`src/tmwd_cfg.svh`:
```
// Offsets, field positions, reset values and timing counts of the timer,
// watchdog and host-control block. Definitions only; included by name.
`ifndef TMWD_CFG_SVH
`define TMWD_CFG_SVH

// ==========================================================================
// Register offsets (byte offsets from the chip-select base)
`define TMWD_OFS_SYSCTL 6'h00
`define TMWD_OFS_VECTOR 6'h02
`define TMWD_OFS_BWKEY 6'h06
`define TMWD_OFS_TAP 6'h10
`define TMWD_OFS_TMR0 6'h20
`define TMWD_OFS_TMR1 6'h22

// ==========================================================================
// Field positions
`define TMWD_SC_BW 0
`define TMWD_SC_RST 1
`define TMWD_SC_WS_LO 2
`define TMWD_SC_WS_HI 3
`define TMWD_SC_DE 4
`define TMWD_VEC_USER_LO 4
`define TMWD_VEC_USER_HI 7
`define TMWD_TAP_LO 10
`define TMWD_TAP_HI 11
`define TMWD_TMR_EN 8
`define TMWD_TMR_WD 9
`define TMWD_TMR_ST 10

// ==========================================================================
// Reset values and key codes
`define TMWD_SYSCTL_RST 16'h0000
`define TMWD_VEC_RST 4'h0
`define TMWD_BW_KEY_BYTE 8'hFF
`define TMWD_CNT_ZERO 8'h00
`define TMWD_BYTE_ZERO 8'h00

// ==========================================================================
// Divider terminal counts in tap pulses and ticks; reset and wait lengths in reference clock cycles
`define TMWD_PRE_LAST 10'h3FF
`define TMWD_WD_LAST 4'hF
`define TMWD_WDRST_CYC 5'h10
`define TMWD_SRST_CYC 5'h10
`define TMWD_WS_CODE0 3'h0
`define TMWD_WS_CODE1 3'h1
`define TMWD_WS_CODE2 3'h2
`define TMWD_WS_CODE3 3'h4

`endif

```
`src/tmwd_pkg.sv`:
```
// Types shared by the timer, watchdog and host-control block.
// Assumes the constants of tmwd_cfg.svh for all numeric values.
package tmwd_pkg;

    typedef logic [15:0] tmwd_word_t;

    // Host pins, carried together through the synchroniser
    typedef struct packed {
        logic cs_n;
        logic iack_n;
        logic rw;
        logic uds_n;
        logic lds_n;
        logic [5:0] addr;
        tmwd_word_t data;
        logic d8;
        logic tack_n;
    } tmwd_pins_t;

    // One decoded host access
    typedef struct packed {
        logic wr;
        logic rd;
        logic iack;
        logic [5:0] addr;
        logic [1:0] be;
        tmwd_word_t wdata;
    } tmwd_acc_t;

    typedef enum logic [0:0] {
        TMWD_DMA_IDLE = 1'b0,
        TMWD_DMA_WAIT = 1'b1
    } tmwd_dma_st_t;

endpackage

```
`src/tmwd_timer.sv`:
```
// One 8-bit down-counting protocol timer with optional divide-by-16 stage.
// Assumes tick_i is a one-cycle enable at the prescaled rate, same clock.
`timescale 1ns/1ps
`include "tmwd_cfg.svh"

module tmwd_timer (
    input wire logic clk_i,
    input wire logic rst_n_i,
    input wire logic clr_i,
    input wire logic tick_i,
    input wire logic en_i,
    input wire logic wd_en_i,
    input wire logic hold_i,
    input wire logic load_i,
    input wire logic [7:0] load_val_i,
    output logic [7:0] cnt_o,
    output logic uflow_o
);
    import tmwd_pkg::*;

    logic [7:0] cnt_r;
    logic [3:0] pre16_r;
    logic uflow_r;

    // ======================================================================
    // Count-down pulse
    wire last16_w = (pre16_r == `TMWD_WD_LAST);
    wire step_w = tick_i & (~wd_en_i | last16_w);
    // Host access swallows the pulse; accuracy loss is one tick at most
    wire dec_w = step_w & en_i & ~hold_i & ~load_i;
    wire wrap_w = dec_w & (cnt_r == `TMWD_CNT_ZERO);

    always_ff @(posedge clk_i or negedge rst_n_i)
    begin
        if (!rst_n_i)
        begin
            cnt_r <= `TMWD_CNT_ZERO;
            pre16_r <= 4'h0;
            uflow_r <= 1'b0;
        end
        else if (clr_i)
        begin
            cnt_r <= `TMWD_CNT_ZERO;
            pre16_r <= 4'h0;
            uflow_r <= 1'b0;
        end
        else
        begin
            if (!wd_en_i)
                pre16_r <= 4'h0;
            else if (tick_i)
                pre16_r <= pre16_r + 4'h1;
            if (load_i)
                cnt_r <= load_val_i;
            else if (dec_w)
                cnt_r <= cnt_r - 8'h01;
            uflow_r <= wrap_w;
        end
    end

    assign cnt_o = cnt_r;
    assign uflow_o = uflow_r;

endmodule // tmwd_timer

```
`src/tmwd_top.sv`:
```
// Timers, watchdog, system control and interrupt vector of the host port.
// Assumes asynchronous host pins; DMA and source inputs on REF_CLK_I.
//
// What this block does
// - Tap output divided by 1024 clocks timers
// - Host reads and loads counter; counts down
// - Wrap 00 to FF raises unmaskable interrupt
// - Counting and wrap interrupt need timer enable
// - Status clears only after read while set, or on soft reset
// - Pulse during host timer access is dropped
// - Watchdog enable adds divide-by-16 to timer 0
// - Watchdog wrap drives reset low 16 cycles
// - Registers at chip-select offsets, byte accessible
// - Writing one to status raises interrupt
// - Control resets zero, upper byte reads zero
// - Bus width flag: 0 narrow, 1 wide
// - FFFF at offset 6 latches wide; D8 low narrow
// - Soft reset bit starts sequence, self-clears
// - Wait field gives 0, 1, 2, 4 states
// - Ack-wait bit also waits for transfer acknowledge
// - Status read returns highest pending source code
// - Acknowledge cycle drives vector byte on bus
// - Source codes: none, serial, timer, channel, faults
// - Channel code: bit0 direction, bit1 channel
// - Upper vector bits are host storage
// - Vector register reads 00 after reset
// - Tap select divides by 2, 4, 8, 16
`timescale 1ns/1ps
`include "tmwd_cfg.svh"

module tmwd_top (
    input wire logic REF_CLK_I,
    input wire logic RST_N_I,
    input wire logic CS_N_I,
    input wire logic IACK_N_I,
    input wire logic RW_I,
    input wire logic UDS_N_I,
    input wire logic LDS_N_I,
    input wire logic [5:0] ADDR_I,
    input wire tmwd_pkg::tmwd_word_t DATA_I,
    output tmwd_pkg::tmwd_word_t DATA_O,
    output logic DATA_LO_OE_O,
    output logic DATA_HI_OE_O,
    output logic ACK_N_O,
    output logic IRQ_N_O,
    input wire logic UPPER_DATA_BIT8_I,
    output logic RESET_O,
    output logic RESET_OE_O,
    output logic SOFT_RST_O,
    output logic CLK_TAP_EN_O,
    input wire logic SCP_DONE_I,
    input wire logic [3:0] CH_NORM_I,
    input wire logic [3:0] CH_FAULT_I,
    input wire logic [3:0] SYS_FAULT_I,
    input wire logic DMA_START_I,
    input wire logic TRANSFER_ACK_N_I,
    output logic DMA_DONE_O
);
    import tmwd_pkg::*;

    // ======================================================================
    // Pin synchroniser and access detection
    tmwd_pins_t pin_w;
    tmwd_pins_t sync1_r;
    tmwd_pins_t sync2_r;
    tmwd_acc_t acc_w;
    logic sel_d_r;
    logic ack_r;
    logic rdcyc_r;
    logic bw_w;

    assign pin_w = '{cs_n: CS_N_I, iack_n: IACK_N_I, rw: RW_I, uds_n: UDS_N_I, lds_n: LDS_N_I,
                     addr: ADDR_I, data: DATA_I, d8: UPPER_DATA_BIT8_I, tack_n: TRANSFER_ACK_N_I};

    always_ff @(posedge REF_CLK_I or negedge RST_N_I)
    begin
        if (!RST_N_I)
        begin
            sync1_r <= '1;
            sync2_r <= '1;
        end
        else
        begin
            sync1_r <= pin_w;
            sync2_r <= sync1_r;
        end
    end

    function automatic logic hit(input logic [5:0] a, input logic [5:0] ofs);
        hit = ({a[5:1], 1'b0} == ofs);
    endfunction

    wire cs_w = ~sync2_r.cs_n;
    wire iack_w = ~sync2_r.iack_n;
    wire sel_w = cs_w | iack_w;
    wire start_w = sel_w & ~sel_d_r;
    // Narrow bus: one byte lane picked by the address, data on the low pins
    wire [1:0] be_w = bw_w ? {~sync2_r.uds_n, ~sync2_r.lds_n} : (sync2_r.addr[0] ? 2'b01 : 2'b10);
    wire [15:0] wd_w = bw_w ? sync2_r.data : {sync2_r.data[7:0], sync2_r.data[7:0]};

    assign acc_w.iack = start_w & iack_w;
    assign acc_w.wr = start_w & cs_w & ~iack_w & ~sync2_r.rw;
    assign acc_w.rd = start_w & cs_w & ~iack_w & sync2_r.rw;
    assign acc_w.addr = sync2_r.addr;
    assign acc_w.be = be_w;
    assign acc_w.wdata = wd_w;

    wire wr_lo_w = acc_w.wr & acc_w.be[0];
    wire wr_hi_w = acc_w.wr & acc_w.be[1];

    // ======================================================================
    // Bus width: strap followed every cycle, key latched until hard reset
    logic d8_low_r;
    logic key_hi_r;
    logic key_lo_r;
    logic bw_latch_r;
    wire key_w = wr_hi_w | wr_lo_w;
    wire key_at_w = hit(acc_w.addr, `TMWD_OFS_BWKEY);
    wire key_hi_nxt = (key_w & key_at_w & acc_w.be[1]) ? (wd_w[15:8] == `TMWD_BW_KEY_BYTE) : key_hi_r;
    wire key_lo_nxt = (key_w & key_at_w & acc_w.be[0]) ? (wd_w[7:0] == `TMWD_BW_KEY_BYTE) : key_lo_r;

    always_ff @(posedge REF_CLK_I or negedge RST_N_I)
    begin
        if (!RST_N_I)
        begin
            d8_low_r <= 1'b1;
            key_hi_r <= 1'b0;
            key_lo_r <= 1'b0;
            bw_latch_r <= 1'b0;
        end
        else
        begin
            d8_low_r <= ~sync2_r.d8;
            key_hi_r <= key_hi_nxt;
            key_lo_r <= key_lo_nxt;
            bw_latch_r <= bw_latch_r | (key_hi_nxt & key_lo_nxt);
        end
    end

    assign bw_w = bw_latch_r & ~d8_low_r;

    // ======================================================================
    // Control registers
    logic [1:0] ws_r;
    logic de_r;
    logic [3:0] user_r;
    logic [1:0] tap_r;
    logic [4:0] srst_r;
    logic [4:0] wdrst_r;
    wire srst_w = (srst_r != 5'h00);
    wire sc_hit_w = hit(acc_w.addr, `TMWD_OFS_SYSCTL);

    always_ff @(posedge REF_CLK_I or negedge RST_N_I)
    begin
        if (!RST_N_I)
        begin
            ws_r <= 2'b00;
            de_r <= 1'b0;
            user_r <= `TMWD_VEC_RST;
            tap_r <= 2'b00;
            srst_r <= 5'h00;
        end
        else
        begin
            if (wr_lo_w & sc_hit_w)
            begin
                ws_r <= wd_w[`TMWD_SC_WS_HI:`TMWD_SC_WS_LO];
                de_r <= wd_w[`TMWD_SC_DE];
            end
            if (wr_lo_w & sc_hit_w & wd_w[`TMWD_SC_RST])
                srst_r <= `TMWD_SRST_CYC;
            else if (srst_w)
                srst_r <= srst_r - 5'h01;
            if (srst_w)
            begin
                user_r <= `TMWD_VEC_RST;
                tap_r <= 2'b00;
            end
            else
            begin
                if (wr_lo_w & hit(acc_w.addr, `TMWD_OFS_VECTOR))
                    user_r <= wd_w[`TMWD_VEC_USER_HI:`TMWD_VEC_USER_LO];
                if (wr_hi_w & hit(acc_w.addr, `TMWD_OFS_TAP))
                    tap_r <= wd_w[`TMWD_TAP_HI:`TMWD_TAP_LO];
            end
        end
    end

    // ======================================================================
    // Clock tap and divide-by-1024 prescaler
    logic [3:0] tap_cnt_r;
    logic [9:0] pre_r;
    wire [3:0] tap_mask_w = (tap_r == 2'b00) ? 4'h1 : (tap_r == 2'b01) ? 4'h3 : (tap_r == 2'b10) ? 4'h7 : 4'hF;
    wire tap_en_w = ((tap_cnt_r & tap_mask_w) == tap_mask_w);
    wire tick_w = tap_en_w & (pre_r == `TMWD_PRE_LAST);

    always_ff @(posedge REF_CLK_I or negedge RST_N_I)
    begin
        if (!RST_N_I)
        begin
            tap_cnt_r <= 4'h0;
            pre_r <= 10'h000;
        end
        else
        begin
            tap_cnt_r <= tap_cnt_r + 4'h1;
            if (tap_en_w)
                pre_r <= pre_r + 10'h001;
        end
    end

    assign CLK_TAP_EN_O = tap_en_w;

    // ======================================================================
    // Timers
    logic [1:0] en_r;
    logic [1:0] wd_r;
    logic [1:0] st_r;
    logic [1:0] arm_r;
    logic [1:0] tuf_w;
    logic [1:0] hold_w;
    logic [7:0] cnt_w [2];
    wire [5:0] tmr_ofs_w [2] = '{`TMWD_OFS_TMR0, `TMWD_OFS_TMR1};

    genvar gi;
    generate
        for (gi = 0; gi < 2; gi++)
        begin : g_tmr
            wire at_w = hit(acc_w.addr, tmr_ofs_w[gi]);
            wire ctl_w = wr_hi_w & at_w;
            assign hold_w[gi] = cs_w & ~iack_w & hit(sync2_r.addr, tmr_ofs_w[gi]);
            // Hardware set wins over a clear in the same cycle
            wire st_nxt = tuf_w[gi] | (ctl_w & wd_w[`TMWD_TMR_ST])
                        | (st_r[gi] & ~(ctl_w & ~wd_w[`TMWD_TMR_ST] & arm_r[gi]));

            always_ff @(posedge REF_CLK_I or negedge RST_N_I)
            begin
                if (!RST_N_I)
                begin
                    en_r[gi] <= 1'b0;
                    wd_r[gi] <= 1'b0;
                    st_r[gi] <= 1'b0;
                    arm_r[gi] <= 1'b0;
                end
                else if (srst_w)
                begin
                    en_r[gi] <= 1'b0;
                    wd_r[gi] <= 1'b0;
                    st_r[gi] <= 1'b0;
                    arm_r[gi] <= 1'b0;
                end
                else
                begin
                    if (ctl_w)
                    begin
                        en_r[gi] <= wd_w[`TMWD_TMR_EN];
                        wd_r[gi] <= wd_w[`TMWD_TMR_WD] & (gi == 0);
                    end
                    st_r[gi] <= st_nxt;
                    arm_r[gi] <= st_nxt & (arm_r[gi] | (acc_w.rd & at_w & st_r[gi]));
                end
            end

            tmwd_timer u_tmr (
                .clk_i(REF_CLK_I),
                .rst_n_i(RST_N_I),
                .clr_i(srst_w),
                .tick_i(tick_w),
                .en_i(en_r[gi]),
                .wd_en_i(wd_r[gi]),
                .hold_i(hold_w[gi]),
                .load_i(wr_lo_w & at_w),
                .load_val_i(wd_w[7:0]),
                .cnt_o(cnt_w[gi]),
                .uflow_o(tuf_w[gi])
            );
        end
    endgenerate

    // ======================================================================
    // Watchdog reset pulse and soft reset status
    always_ff @(posedge REF_CLK_I or negedge RST_N_I)
    begin
        if (!RST_N_I)
            wdrst_r <= 5'h00;
        else if (tuf_w[0] & wd_r[0])
            wdrst_r <= `TMWD_WDRST_CYC;
        else if (wdrst_r != 5'h00)
            wdrst_r <= wdrst_r - 5'h01;
    end

    assign RESET_O = 1'b0;
    assign RESET_OE_O = (wdrst_r != 5'h00);
    assign SOFT_RST_O = srst_w;

    // ======================================================================
    // Interrupt source encoding, highest priority first
    function automatic logic [1:0] pick(input logic [3:0] v);
        pick = v[0] ? 2'd0 : v[1] ? 2'd1 : v[2] ? 2'd2 : 2'd3;
    endfunction

    wire [3:0] code_w = (|SYS_FAULT_I) ? {2'b11, pick(SYS_FAULT_I)}
                      : (|CH_FAULT_I) ? {2'b10, pick(CH_FAULT_I)}
                      : (|CH_NORM_I) ? {2'b01, pick(CH_NORM_I)}
                      : (|st_r) ? {2'b00, ~st_r[0], 1'b1}
                      : SCP_DONE_I ? 4'b0010 : 4'b0000;
    wire [7:0] vec_w = {user_r, code_w};
    assign IRQ_N_O = (code_w == 4'b0000);

    // ======================================================================
    // Read path and bus handshake
    wire [15:0] sc_rd_w = {`TMWD_BYTE_ZERO, 3'b000, de_r, ws_r, srst_w, bw_w};
    wire [15:0] tmr_rd_w [2];
    assign tmr_rd_w[0] = {5'b00000, st_r[0], wd_r[0], en_r[0], cnt_w[0]};
    assign tmr_rd_w[1] = {5'b00000, st_r[1], wd_r[1], en_r[1], cnt_w[1]};
    wire [15:0] rd_w = acc_w.iack ? {`TMWD_BYTE_ZERO, vec_w}
                     : sc_hit_w ? sc_rd_w
                     : hit(acc_w.addr, `TMWD_OFS_VECTOR) ? {`TMWD_BYTE_ZERO, vec_w}
                     : hit(acc_w.addr, `TMWD_OFS_TAP) ? {4'h0, tap_r, 10'h000}
                     : hit(acc_w.addr, `TMWD_OFS_TMR0) ? tmr_rd_w[0]
                     : hit(acc_w.addr, `TMWD_OFS_TMR1) ? tmr_rd_w[1] : 16'h0000;
    wire narrow_lo_w = acc_w.iack | sync2_r.addr[0];
    wire [15:0] lane_w = bw_w ? rd_w : {`TMWD_BYTE_ZERO, narrow_lo_w ? rd_w[7:0] : rd_w[15:8]};

    always_ff @(posedge REF_CLK_I or negedge RST_N_I)
    begin
        if (!RST_N_I)
        begin
            sel_d_r <= 1'b0;
            ack_r <= 1'b0;
            rdcyc_r <= 1'b0;
            DATA_O <= 16'h0000;
        end
        else
        begin
            sel_d_r <= sel_w;
            ack_r <= sel_w & (ack_r | start_w);
            rdcyc_r <= sel_w & (start_w ? (acc_w.rd | acc_w.iack) : rdcyc_r);
            if (acc_w.rd | acc_w.iack)
                DATA_O <= lane_w;
        end
    end

    assign ACK_N_O = ~ack_r;
    assign DATA_LO_OE_O = ack_r & rdcyc_r;
    assign DATA_HI_OE_O = ack_r & rdcyc_r & bw_w;

    // ======================================================================
    // DMA wait-state generator
    tmwd_dma_st_t dma_st_r;
    logic [2:0] wcnt_r;
    wire tack_w = ~sync2_r.tack_n;

    function automatic logic [2:0] ws_cycles(input logic [1:0] ws);
        ws_cycles = (ws == 2'b00) ? `TMWD_WS_CODE0 : (ws == 2'b01) ? `TMWD_WS_CODE1
                  : (ws == 2'b10) ? `TMWD_WS_CODE2 : `TMWD_WS_CODE3;
    endfunction

    assign DMA_DONE_O = (dma_st_r == TMWD_DMA_WAIT) & (wcnt_r == 3'h0) & (~de_r | tack_w);

    always_ff @(posedge REF_CLK_I or negedge RST_N_I)
    begin
        if (!RST_N_I)
        begin
            dma_st_r <= TMWD_DMA_IDLE;
            wcnt_r <= 3'h0;
        end
        else
        begin
            case (dma_st_r)
                TMWD_DMA_IDLE:
                    if (DMA_START_I)
                    begin
                        dma_st_r <= TMWD_DMA_WAIT;
                        wcnt_r <= ws_cycles(ws_r);
                    end
                TMWD_DMA_WAIT:
                    if (wcnt_r != 3'h0)
                        wcnt_r <= wcnt_r - 3'h1;
                    else if (DMA_DONE_O)
                        dma_st_r <= TMWD_DMA_IDLE;
                default:
                    dma_st_r <= TMWD_DMA_IDLE;
            endcase
        end
    end
endmodule // tmwd_top

```
`config.mk`:
```
export PLATFORM = sky130hd
export DESIGN_NAME = tmwd_top
export DESIGN_NICKNAME = d
export VERILOG_FILES = /design/src/tmwd_pkg.sv /design/src/tmwd_timer.sv /design/src/tmwd_top.sv
export VERILOG_INCLUDE_DIRS = /design/src
export SDC_FILE = /design/constraint.sdc
export NUM_CORES = 1
export LEC_CHECK = 0
export BUFFER_PORTS_ARGS = -buffer_cell sky130_fd_sc_hd__buf_4
export CAP_MARGIN = 25
export CORE_UTILIZATION = 50
export CTS_BUF_LIST = sky130_fd_sc_hd__clkbuf_16
export DETAILED_ROUTE_END_ITERATION = 12
export GPL_ROUTABILITY_DRIVEN = 0
export PLACE_DENSITY = 0.69
export SLEW_MARGIN = 20
export SYNTH_ARGS = -nofsm -noshare
export SYNTH_HDL_FRONTEND = slang
export SYNTH_SLANG_ARGS = --single-unit
```
`constraint.sdc`:
```
create_clock -name REF_CLK_I -period 2.77 [get_ports REF_CLK_I]
set_input_delay 0 -clock REF_CLK_I [delete_from_list [all_inputs] [get_ports REF_CLK_I]]
set_output_delay 0 -clock REF_CLK_I [all_outputs]
set_load 0.005 [all_outputs]
```
---- Yosys cells after proc, flatten, opt, wreduce, memory -nomap -nowiden ----
Index checks and enable logic that the tools add are counted.
word-level totals
  input bits .............................. 45
  bits in registers ....................... 152
  output and inout port bits .............. 25
cells by class
  eq/ne operators ......................... 19
  bitwise logic cells ..................... 94
  reduce and logical (&&, ||, !) cells .... 23
  add/subtract/negate cells ............... 9
  mux-type cells .......................... 75
operators with widths
  operator                                                            number
  12-bit two-way mux                                                  5
  1-bit bitwise AND                                                   56
  8-bit two-way mux                                                   7
  4-bit two-way mux                                                   13
  2-bit two-way mux                                                   12
  1-bit two-way mux                                                   23
  11-bit two-way mux                                                  2
  1-bit NOT                                                           22
  5-bit two-way mux                                                   4
  3-bit two-way mux                                                   6
  8-bit equality test, second input constant                          2
  8-bit logical NOT                                                   2
  16-bit two-way mux                                                  1
  8-bit by 1-bit subtractor with 8-bit output, second input constant  2
  1-bit bitwise OR                                                    15
  4-bit by 1-bit adder with 4-bit output, second input constant       3
  2-bit nonzero test                                                  6
  4-bit OR reduction                                                  3
  10-bit by 1-bit adder with 10-bit output, second input constant     1
  10-bit equality test, second input constant                         1
  5-bit equality test, second input constant                          2
  5-bit nonzero test                                                  2
  5-bit by 1-bit subtractor with 5-bit output, second input constant  2
  3-bit nonzero test                                                  3
  other kinds (20)                                                    25

---- Longest topological paths before layout ----
Gate-level depths: netlist (run 1).
  depth in word-level cells ............... 15
  depth in mapped cells ................... 8
  gate-level depth less buffers ........... 8

---- Hierarchy ----
From an unflattened synthesis (run 1), not the netlist that was laid out.
second synthesis, totals
  cells, all modules ...................... 613
  area total of the unflattened synthesis .. 6653.9 um^2
by module, submodules not included
  module      area an instance (um^2)  cells an instance  instances  sequential area each (um^2)
  tmwd_top    5134.9                   459                1          3101.7
  tmwd_timer  759.5                    77                 2          325.3

---- Worst setup path before layout (run 1) ----
Ideal clock, no wire load.
  path kind ............................... reg2reg
  start point ............................. register sync2_r[27] (netlist name)
  end point ............................... register bw_latch_r
  path buffers ............................ 1
  period minus slack after synthesis ...... 2.270 ns
  arrival time ............................ 2.152 ns
  cell stages (with the launch flop) ...... 7
  required time ........................... 2.652 ns
  slack ................................... 0.500 ns
  cell sequence ........................... dfstp_2 -> clkbuf_2 -> or4b_4 -> a211o_1 -> nor4_1 -> mux2_2 -> a21o_1
on the way
  longest elaborated chain between the ends .. 13
RTL lines
  item                                  line                              source
  from (decl)                           tmwd_top.sv:65                    tmwd_pins_t sync2_r;
  from (signal assigned)                tmwd_top.sv:85                    sync2_r <= sync1_r;
  1-bit NOT                             tmwd_top.sv:94                    wire iack_w = ~sync2_r.iack_n;
  1-bit bitwise OR                      tmwd_top.sv:95                    wire sel_w = cs_w | iack_w;
  1-bit bitwise AND                     tmwd_top.sv:96                    wire start_w = sel_w & ~sel_d_r;
  1-bit bitwise AND                     tmwd_top.sv:102                   assign acc_w.wr = start_w & cs_w & ~iack_w & ~sync2_r.rw;
  1-bit bitwise AND * (2 in a row)      tmwd_top.sv:102
  1-bit bitwise AND (on tied branches)  tmwd_top.sv:109, tmwd_top.sv:108
  1-bit bitwise OR *                    tmwd_top.sv:117                   wire key_w = wr_hi_w | wr_lo_w;
  1-bit bitwise AND * (2 in a row)      tmwd_top.sv:120                   wire key_lo_nxt = (key_w & key_at_w & acc_w.be[0]) ? (wd_w[7:0] == `TMWD_BW_KEY_BYTE) : key_lo_r;
  1-bit two-way mux *                   tmwd_top.sv:120
  via key_lo_nxt                        tmwd_top.sv:120
  1-bit bitwise AND *                   tmwd_top.sv:136                   bw_latch_r <= bw_latch_r | (key_hi_nxt & key_lo_nxt);
  1-bit bitwise OR *                    tmwd_top.sv:136
  to (signal assigned)                  tmwd_top.sv:136
  to (decl)                             tmwd_top.sv:116                   logic bw_latch_r;
Mark *: on every way through the listed nets, which the timed path passes. The rest lies on a longest branch.
A chain may end at the register's enable or synchronous reset.

---- Final worst setup path (run 1) ----
  start point ............................. register sync2_r, in the netlist acc_w[19]
  end point ............................... register g_tmr[1].u_tmr.cnt_r[4]
on the way
  longest elaborated chain between the ends .. 6
RTL lines
  item                                 line              source
  5-bit equality test *                tmwd_top.sv:90    hit = ({a[5:1], 1'b0} == ofs);
  1-bit bitwise AND                    tmwd_top.sv:231   assign hold_w[gi] = cs_w & ~iack_w & hit(sync2_r.addr, tmr_ofs_w[gi]);
  1-bit NOT                            tmwd_timer.sv:30  wire dec_w = step_w & en_i & ~hold_i & ~load_i;
  1-bit bitwise AND (2 in a row)       tmwd_timer.sv:30
  3-bit nonzero test (no source line)  n/a
  to (signal assigned)                 tmwd_timer.sv:37  cnt_r <= `TMWD_CNT_ZERO;
  to (signal assigned)                 tmwd_timer.sv:43  cnt_r <= `TMWD_CNT_ZERO;
  to (signal assigned)                 tmwd_timer.sv:54  cnt_r <= load_val_i;
  to (decl)                            tmwd_timer.sv:21  logic [7:0] cnt_r;
Mark *: on every way between the ends. The rest lies on a longest branch, timed or not.

==> impl_metrics.yaml, run 1 <==
pwr:
  p_leak_nw: 3.35
  total_switching_power_w: 0.00134
  netSwitchingFraction_pct: 24.3
  clock_power_share_pct: 44.8
  peakVddDrop_mv: 0.527
  pwr-share-comb_pct: 11.4
  sequential_share_of_power_pct: 43.7
  power_report.internal_total_w: 0.00416
  power_density_nw_per_um2: 703
synth:
  synth_seq_cells: 143
  synthesis.instances: 557
  postSynth.asyncResetShare_pct: 100
  netlist-cell-type-count: 62
  syn_area_per_cell_um2: 11.1
  synth_seq_area_share_pct: 59.0
  number_of_flops_mapped_to_enable_cells_by_yosys: 0
  synth-warning-count: 0
  postSynth.topFlopCell: "dfrtp_1"
  syn_area_um2: 6190
clocking:
  htree_levels: 4
  cts-buffers-inserted: 17
  cts_resized: 0
  worst_skew_pair.late_latency_ns: 0.43
  cts_root_buffer: "clkbuf_16"
  clkSinkCount: 143
  max-clock-path-buffers: 2
  clk_pin_slew_worst_paths_ns: 0.06
  cts_tree: "done"
finish:
  final_cells: 844
  area.growth.synth_to_final_pct: 26.4
  fill_cells: 943
  final_area_um2: 7830
  area.sequential_um2: 3650
  antennaDiodeCount: 0
  final_layout_size_suffix_gt1_share_pct: 26.2
  nets: 718
  multi_input_area_um2: 2360
grt:
  via_count_of_the_first_global_routing_pass: 4664
  gr_overflow_total: 0
  antenna_found_initial: 0
  grt_use_total_pct: 24.0
  grt_pass1_wl_um: 23200
  grt_start_max_net_pins: 60
routing:
  route.detailed.drc: 0
  postRouteWirelength_um: 13800
  viasPerCell: 5.45
  wire_per_inst_um: 16.4
  via_count: 4598
  route.antenna.remaining_nets: 0
  detail_route.first_pass.iterations: 5
  detailedRoute.firstIterationViolations: 355
sta:
  max_clock_freq_ghz: 0.392
  setup-tns-final_ns: 0
  hold_vio_cnt_final: 0
  report.final.slew_viol_count: 0
  rsz_0062_raised_after_global_routing: "no"
  layout_min_cycle_time_ns: 2.55
  finalClockSkew_ns: 0.00989
  timing.max_slew.rel_slack_pct: 39.4
  setup_viol: 0
  max_slew.worst_pin.slew_ns: 0.902
  fin_crit_sh_pct: 92.2
critical_path:
  maximum_fanout_along_the_worst_path: 15
  cp_data_arrival_time_ns: 2.82
  type_of_destination_of_the_critical_path: "flip-flop"
  cp-start-kind: "flip-flop"
  worstSetupPathType: "flip-flop to flip-flop"
  critical_path_required_ns: 3.04
die:
  initial_core_util_pct: 51.3
  die-area_um2: 12800
  die_height_um: 113
  io-pin-count: 70
  chipWidth_um: 113
  fp.coreArea_um2: 12100
  row_count: 40
run_status:
  result_of_the_run: "finished clean"
placed_design:
  place.port_buffers: 64
  post_dp_cell_area_um2: 6860
  final_hpwl_from_detailed_placement_um: 9580
  dp.cells: 779
min_path:
  min-delay-path-class: "primary input to flip-flop"
run:
  drv.max_cap_violation_count: 0
[Yosys cell counts (5+ instances only)]
master / n / area (um2)
dfrtp_1: 84 / 2100
dfstp_2: 59 / 1550
nor2_1: 52 / 195
nand2_1: 49 / 184
a21oi_1: 36 / 180
o21ai_0: 26 / 130
inv_1: 23 / 86.3
mux2i_1: 20 / 200
nor3_1: 20 / 100
xor2_1: 17 / 149
xnor2_1: 12 / 105
clkbuf_1: 11 / 41.3
nand3_1: 11 / 55.1
ha_1: 10 / 125
nand2b_1: 10 / 62.6
nor4_1: 8 / 50.1
a31oi_1: 7 / 43.8
nand4_1: 7 / 43.8
buf_4: 6 / 45.0
mux2_2: 6 / 67.6
and2_1: 5 / 31.3
and3_1: 5 / 31.3
[repair_timing]
item | 4_1_cts | 5_1_grt
buffers inserted | 0 | 0
hold endpoints to repair | 119 | 0
hold buffers | 33 | 0
[placed cells by master (no fill, tap or decap), types with 4 or more instances in the layout]
cell type | netlist | final
a211oi_1 | 4 | 4
a21oi_1 | 36 | 36
a22oi_1 | 4 | 4
a31oi_1 | 7 | 7
and2_1 | 5 | 5
and3_1 | 5 | 5
buf_4 | 6 | 69
bufinv_16 | 0 | 5
clkbuf_16 | 0 | 17
clkinvlp_4 | 0 | 5
conb_1 | 1 | 5
dfrtp_1 | 84 | 84
dfstp_2 | 59 | 59
dlygate4sd3_1 | 0 | 33
ha_1 | 10 | 10
inv_1 | 23 | 24
mux2_2 | 6 | 6
mux2i_1 | 20 | 20
nand2_1 | 49 | 49
nand2b_1 | 10 | 10
nand3_1 | 11 | 11
nand4_1 | 7 | 7
nor2_1 | 52 | 52
nor3_1 | 20 | 20
nor4_1 | 8 | 8
o21ai_0 | 26 | 26
o31ai_1 | 4 | 4
xnor2_1 | 12 | 12
xor2_1 | 17 | 17
[layout make-up]
type                    instances  share of cell area (%)
flip-flops and latches        143                    46.6
multi-input cells             374                    30.1
repair buffers                104                    11.2
clock buffers                  17                    5.43
clock inverters                15                    2.78
well taps                     168                    2.68
inverters                      23                    1.10
[power groups by stage]
| stage | Clock, W | Combinational (W) | Sequential (W) |
|---|---|---|---|
| finish | 0.00247 | 0.000630 | 0.00241 |
| detailed placement | 0 | 0.000590 | 0.00244 |
| global placement | 0 | 0.000558 | 0.00243 |
| floorplan | 0 | 0.000390 | 0.00239 |
| CTS | 0.00251 | 0.000633 | 0.00241 |
| global route | 0.00259 | 0.000714 | 0.00243 |
[worst max-delay path: stages (launching register included)]
cell and delay [ns]:
dfstp_2 0.74, or3b_2 0.55, o41ai_1 0.46, nor4_2 0.19
nand3_1 0.16, xor2_1 0.18, a21oi_1 0.10
[sequential cells by signal, indices dropped and copies added (netlist names), 5 cells and up]
register,flops
wdrst_r,5
acc_w,6
sync1_r,29
sync2_r,23
g_tmr.u_tmr.cnt_o,16
DATA_O,12
pre_r,10
srst_r,5
[routing by layer]
layer / share of wire [%] / GRT usage, % / up-vias
met2: 49 / 38.5 / 143
met5: 0 / 0 / -
met4: 1.9 / 9.74 / 0
li1: - / - / 2178
met1: 44 / 31.5 / 2255
met3: 5.2 / 5.78 / 22
[metrics by stage]
| stage | total power, W | hold WS [ns] | utilization (%) | worst slack (ns) |
|---|---|---|---|---|
| 2_1_floorplan | 0.00278 | -0.296 | - | 0.500 |
| 3_3_place_gp | 0.00298 | -0.0177 | 56.8 | 0.388 |
| 3_5_place_dp | 0.00303 | -0.0117 | 56.8 | 0.292 |
| 4_1_cts | 0.00554 | 0.0328 | 64.9 | 0.262 |
| 5_1_grt | 0.00573 | 0.0890 | 64.9 | 0.0609 |
| 6_report | 0.00550 | 0.0716 | 64.9 | 0.217 |
[logic make-up (layout without fill, tap and decap cells)]
kind of cell               Yosys count  in the layout  share of synthesized area [%]
muxes                               26             26                           4.32
DFF                                143            143                           59.0
adders and majority gates           10             10                           2.02
buffers and inverters               44            159                           3.19
AOI/OAI and AO/OA                  111            111                           11.4
other                                1              5                         0.0605
and+or+nand+nor                    193            193                           15.9
xor gates and xnor gates            29             29                           4.10
[worst paths after layout]
check / start / endpoint / slack [ns] / cells past startpoint
worst max-delay path: acc_w[19]$_DFF_PN1_ / g_tmr[1].u_tmr.cnt_o[4]$_DFFE_PN0P_ / 0.22 / 6
worst min-delay path: SYS_FAULT_I[2] / DATA_O[0]$_DFFE_PN0N_ / 0.07 / 4
worst max register to register: acc_w[19]$_DFF_PN1_ / g_tmr[1].u_tmr.cnt_o[4]$_DFFE_PN0P_ / 0.22 / 6
worst min register to register: sync1_r[23]$_DFF_PN1_ / acc_w[23]$_DFF_PN1_ / 0.35 / 0
max in group asynchronous: RST_N_I / d8_low_r$_DFF_PN1_ / 1.80 / 3
min in group asynchronous: RST_N_I / wcnt_r[2]$_DFFE_PN0P_ / 0.10 / 2
Power figures use the tool's default switching activity.
==> run 2: changes to the inputs <==
--- a/config.mk
+++ b/config.mk
@@ -8,6 +8,7 @@
 export LEC_CHECK = 0
 export BUFFER_PORTS_ARGS = -buffer_cell sky130_fd_sc_hd__buf_4
 export CAP_MARGIN = 25
+export CORE_ASPECT_RATIO = 0.8
 export CORE_UTILIZATION = 50
 export CTS_BUF_LIST = sky130_fd_sc_hd__clkbuf_16
 export DETAILED_ROUTE_END_ITERATION = 12
==> run 2 against run 1 <==
  * Non-clock buffer count is 2 higher
  * Die area hardly changed
  * Core utilization is 1.2 points higher
  * Clock skew is 0.0012 ns lower
  * Sequential cell count stayed put
  * Combinational power is 2% higher
  * Wire length is 3.2% higher
  * Sequential power hardly changed
  * Cell count is 2.1% lower
==> impl_metrics.yaml, run 2 (same netlist as run 1, synthesis figures left out) <==
run_status:
  result_of_the_run: "finished clean"
sta:
  fin_ws_ns: 0.356
  layout_min_cycle_time_ns: 2.41
  setup-tns-final_ns: 0
  timing.hold.ws_ns: 0.0650
  setup_viol: 0
  timing.max_slew.rel_slack_pct: 48.1
  max_slew.worst_pin.slew_ns: 0.772
  hold_vio_cnt_final: 0
  max_clock_freq_ghz: 0.414
  rsz_0062_raised_after_global_routing: "no"
  finalClockSkew_ns: 0.00868
  report.final.slew_viol_count: 0
  fin_crit_sh_pct: 87.1
min_path:
  timing.hold.worst_endpoint: "DATA_O[0]$_DFFE_PN0N_"
  min-delay-path-class: "primary input to flip-flop"
  hold_path_startpoint: "SYS_FAULT_I[0]"
  hold_depth: 4
placed_design:
  final_hpwl_from_detailed_placement_um: 9860
  place.port_buffers: 64
  dp.cells: 761
  post-place-ws_ns: 0.378
  post_dp_cell_area_um2: 6830
clocking:
  cts_root_buffer: "clkbuf_16"
  htree_levels: 4
  max-clock-path-buffers: 2
  number_of_post_cts_setup_repair_buffers: 0
  clkSinkCount: 143
  ctsHoldBuffers: 33
  worst_skew_pair.late_latency_ns: 0.42
  cts_resized: 0
  clk_pin_slew_worst_paths_ns: 0.06
  cts_tree: "done"
  cts-buffers-inserted: 17
finish:
  final_common_cell: "dfrtp_1"
  final_area_um2: 7790
  max_flop_register: "sync1_r"
  antennaDiodeCount: 0
  fill_cells: 880
  final_cells: 826
  nets: 720
  largest_register_ff_count: 29
  final_layout_size_suffix_gt1_share_pct: 26.7
  area.growth.synth_to_final_pct: 25.7
  layout.cells.most_common_list: "dfrtp_1, buf_4, dfstp_2, nor2_1, nand2_1"
pwr:
  total_switching_power_w: 0.00141
  sequential_share_of_power_pct: 44.2
  peakVddDrop_mv: 0.580
  p_leak_nw: 3.36
  power_density_nw_per_um2: 698
  power_report.internal_total_w: 0.00403
  pwr-share-comb_pct: 11.8
  netSwitchingFraction_pct: 25.9
  clock_power_share_pct: 44.0
die:
  die-area_um2: 12800
  row_count: 35
  io-pin-count: 70
  fp.coreArea_um2: 11800
  die_height_um: 102
  initial_core_util_pct: 52.6
  chipWidth_um: 126
critical_path:
  type_of_destination_of_the_critical_path: "flip-flop"
  crit_cells: 6
  critical_path_required_ns: 3.11
  cp_top_family: "simple AND/OR/NAND/NOR gates"
  worstReg2RegEnd: "g_tmr[0].u_tmr.cnt_o[4]$_DFFE_PN0P_"
  cp_data_arrival_time_ns: 2.75
  critPathSlowestCell: "dfstp_2"
  timing.critical_path.cells: "or4b_1 -> o221ai_1 -> nor4_4 -> nand2_1 -> or4_1 -> a31oi_1"
  rr_startpoint: "acc_w[20]$_DFF_PN1_"
  critical_path.max_stage_delay_ns: 0.57
  worstSetupPathType: "flip-flop to flip-flop"
  timing.critical_path.buf_inv: 0
  maximum_fanout_along_the_worst_path: 10
  cp-start-kind: "flip-flop"
  r2r_slack_ns: 0.36
  reg2regPathDepth: 6
routing:
  postRouteWirelength_um: 14200
  via_count: 4615
  detailedRoute.firstIterationViolations: 283
  detail_route.first_pass.iterations: 7
  viasPerCell: 5.59
  wire_per_inst_um: 17.2
  route.detailed.drc: 0
  route.antenna.remaining_nets: 0
grt:
  grt_start_max_net_pins: 86
  via_count_of_the_first_global_routing_pass: 4697
  gr_overflow_total: 0
  grt_pass1_wl_um: 23700
  antenna_found_initial: 0
  grt_use_total_pct: 24.3
run:
  drv.max_cap_violation_count: 0
==> run 2: cell count changes in the layout (fill, tap and decap cells not counted), sizes merged <==
| cell | before | now |
|---|---|---|
| inv | 25 | 31 |
| buf | 71 | 73 |
| clkinvlp | 5 | 1 |
| bufinv | 5 | 3 |
==> run 2: power by group through the flow <==
stage	clock (W)	sequential (W)	combinational [W]
after global routing	0.00253	0.00242	0.000725
after floorplan	0	0.00239	0.000390
after CTS	0.00243	0.00240	0.000649
final	0.00239	0.00240	0.000643
after detailed placement	0	0.00243	0.000603
after global placement	0	0.00242	0.000575
==> run 2: worst reg2reg max path: stages, from the launching register on <==
cell and delay [ns]:
dfstp_2 0.57, or4b_1 0.35, o221ai_1 0.26, nor4_4 0.38
nand2_1 0.20, or4_1 0.43, a31oi_1 0.16
==> run 2: layout make-up <==
cell class	count	area [um2]	share of cell area, %
clock buffers	17	425	5.46
clock inverters	15	198	2.54
inverters	23	86.3	1.11
multi-input cells	374	2360	30.3
flip-flops and latches	143	3650	46.9
well taps	148	185	2.38
repair buffers	106	882	11.3
==> run 2: worst max path at each step <==
stage	startpoint	end	slack, ns
CTS	sync2_r[27]$_DFF_PN1_	bw_latch_r$_DFF_PN0_	0.37
detailed placement	sync2_r[27]$_DFF_PN1_	bw_latch_r$_DFF_PN0_	0.38
finish	acc_w[20]$_DFF_PN1_	g_tmr[0].u_tmr.cnt_o[4]$_DFFE_PN0P_	0.36
global placement	acc_w[19]$_DFF_PN1_	g_tmr[1].u_tmr.cnt_o[3]$_DFFE_PN0P_	0.40
global route	acc_w[20]$_DFF_PN1_	g_tmr[0].u_tmr.cnt_o[4]$_DFFE_PN0P_	0.16
floorplan	sync2_r[27]$_DFF_PN1_	bw_latch_r$_DFF_PN0_	0.50
==> run 2: metrics by stage <==
stage                     util (%)  power (W)
final                         66.1    0.00544
after CTS                     66.1    0.00548
after global placement        58.0    0.00300
after floorplan                  -    0.00278
after global routing          66.1    0.00567
after detailed placement      58.0    0.00304
==> run 2: per-layer routing <==
| metal | GRT usage, % | wire length, um | vias up |
|---|---|---|---|
| met5 | 0 | 0 | - |
| met4 | 6.02 | 98 | 0 |
| met3 | 6.76 | 914 | 14 |
| met2 | 38.4 | 6630 | 175 |
| met1 | 33.5 | 6590 | 2258 |
| li1 | - | - | 2168 |
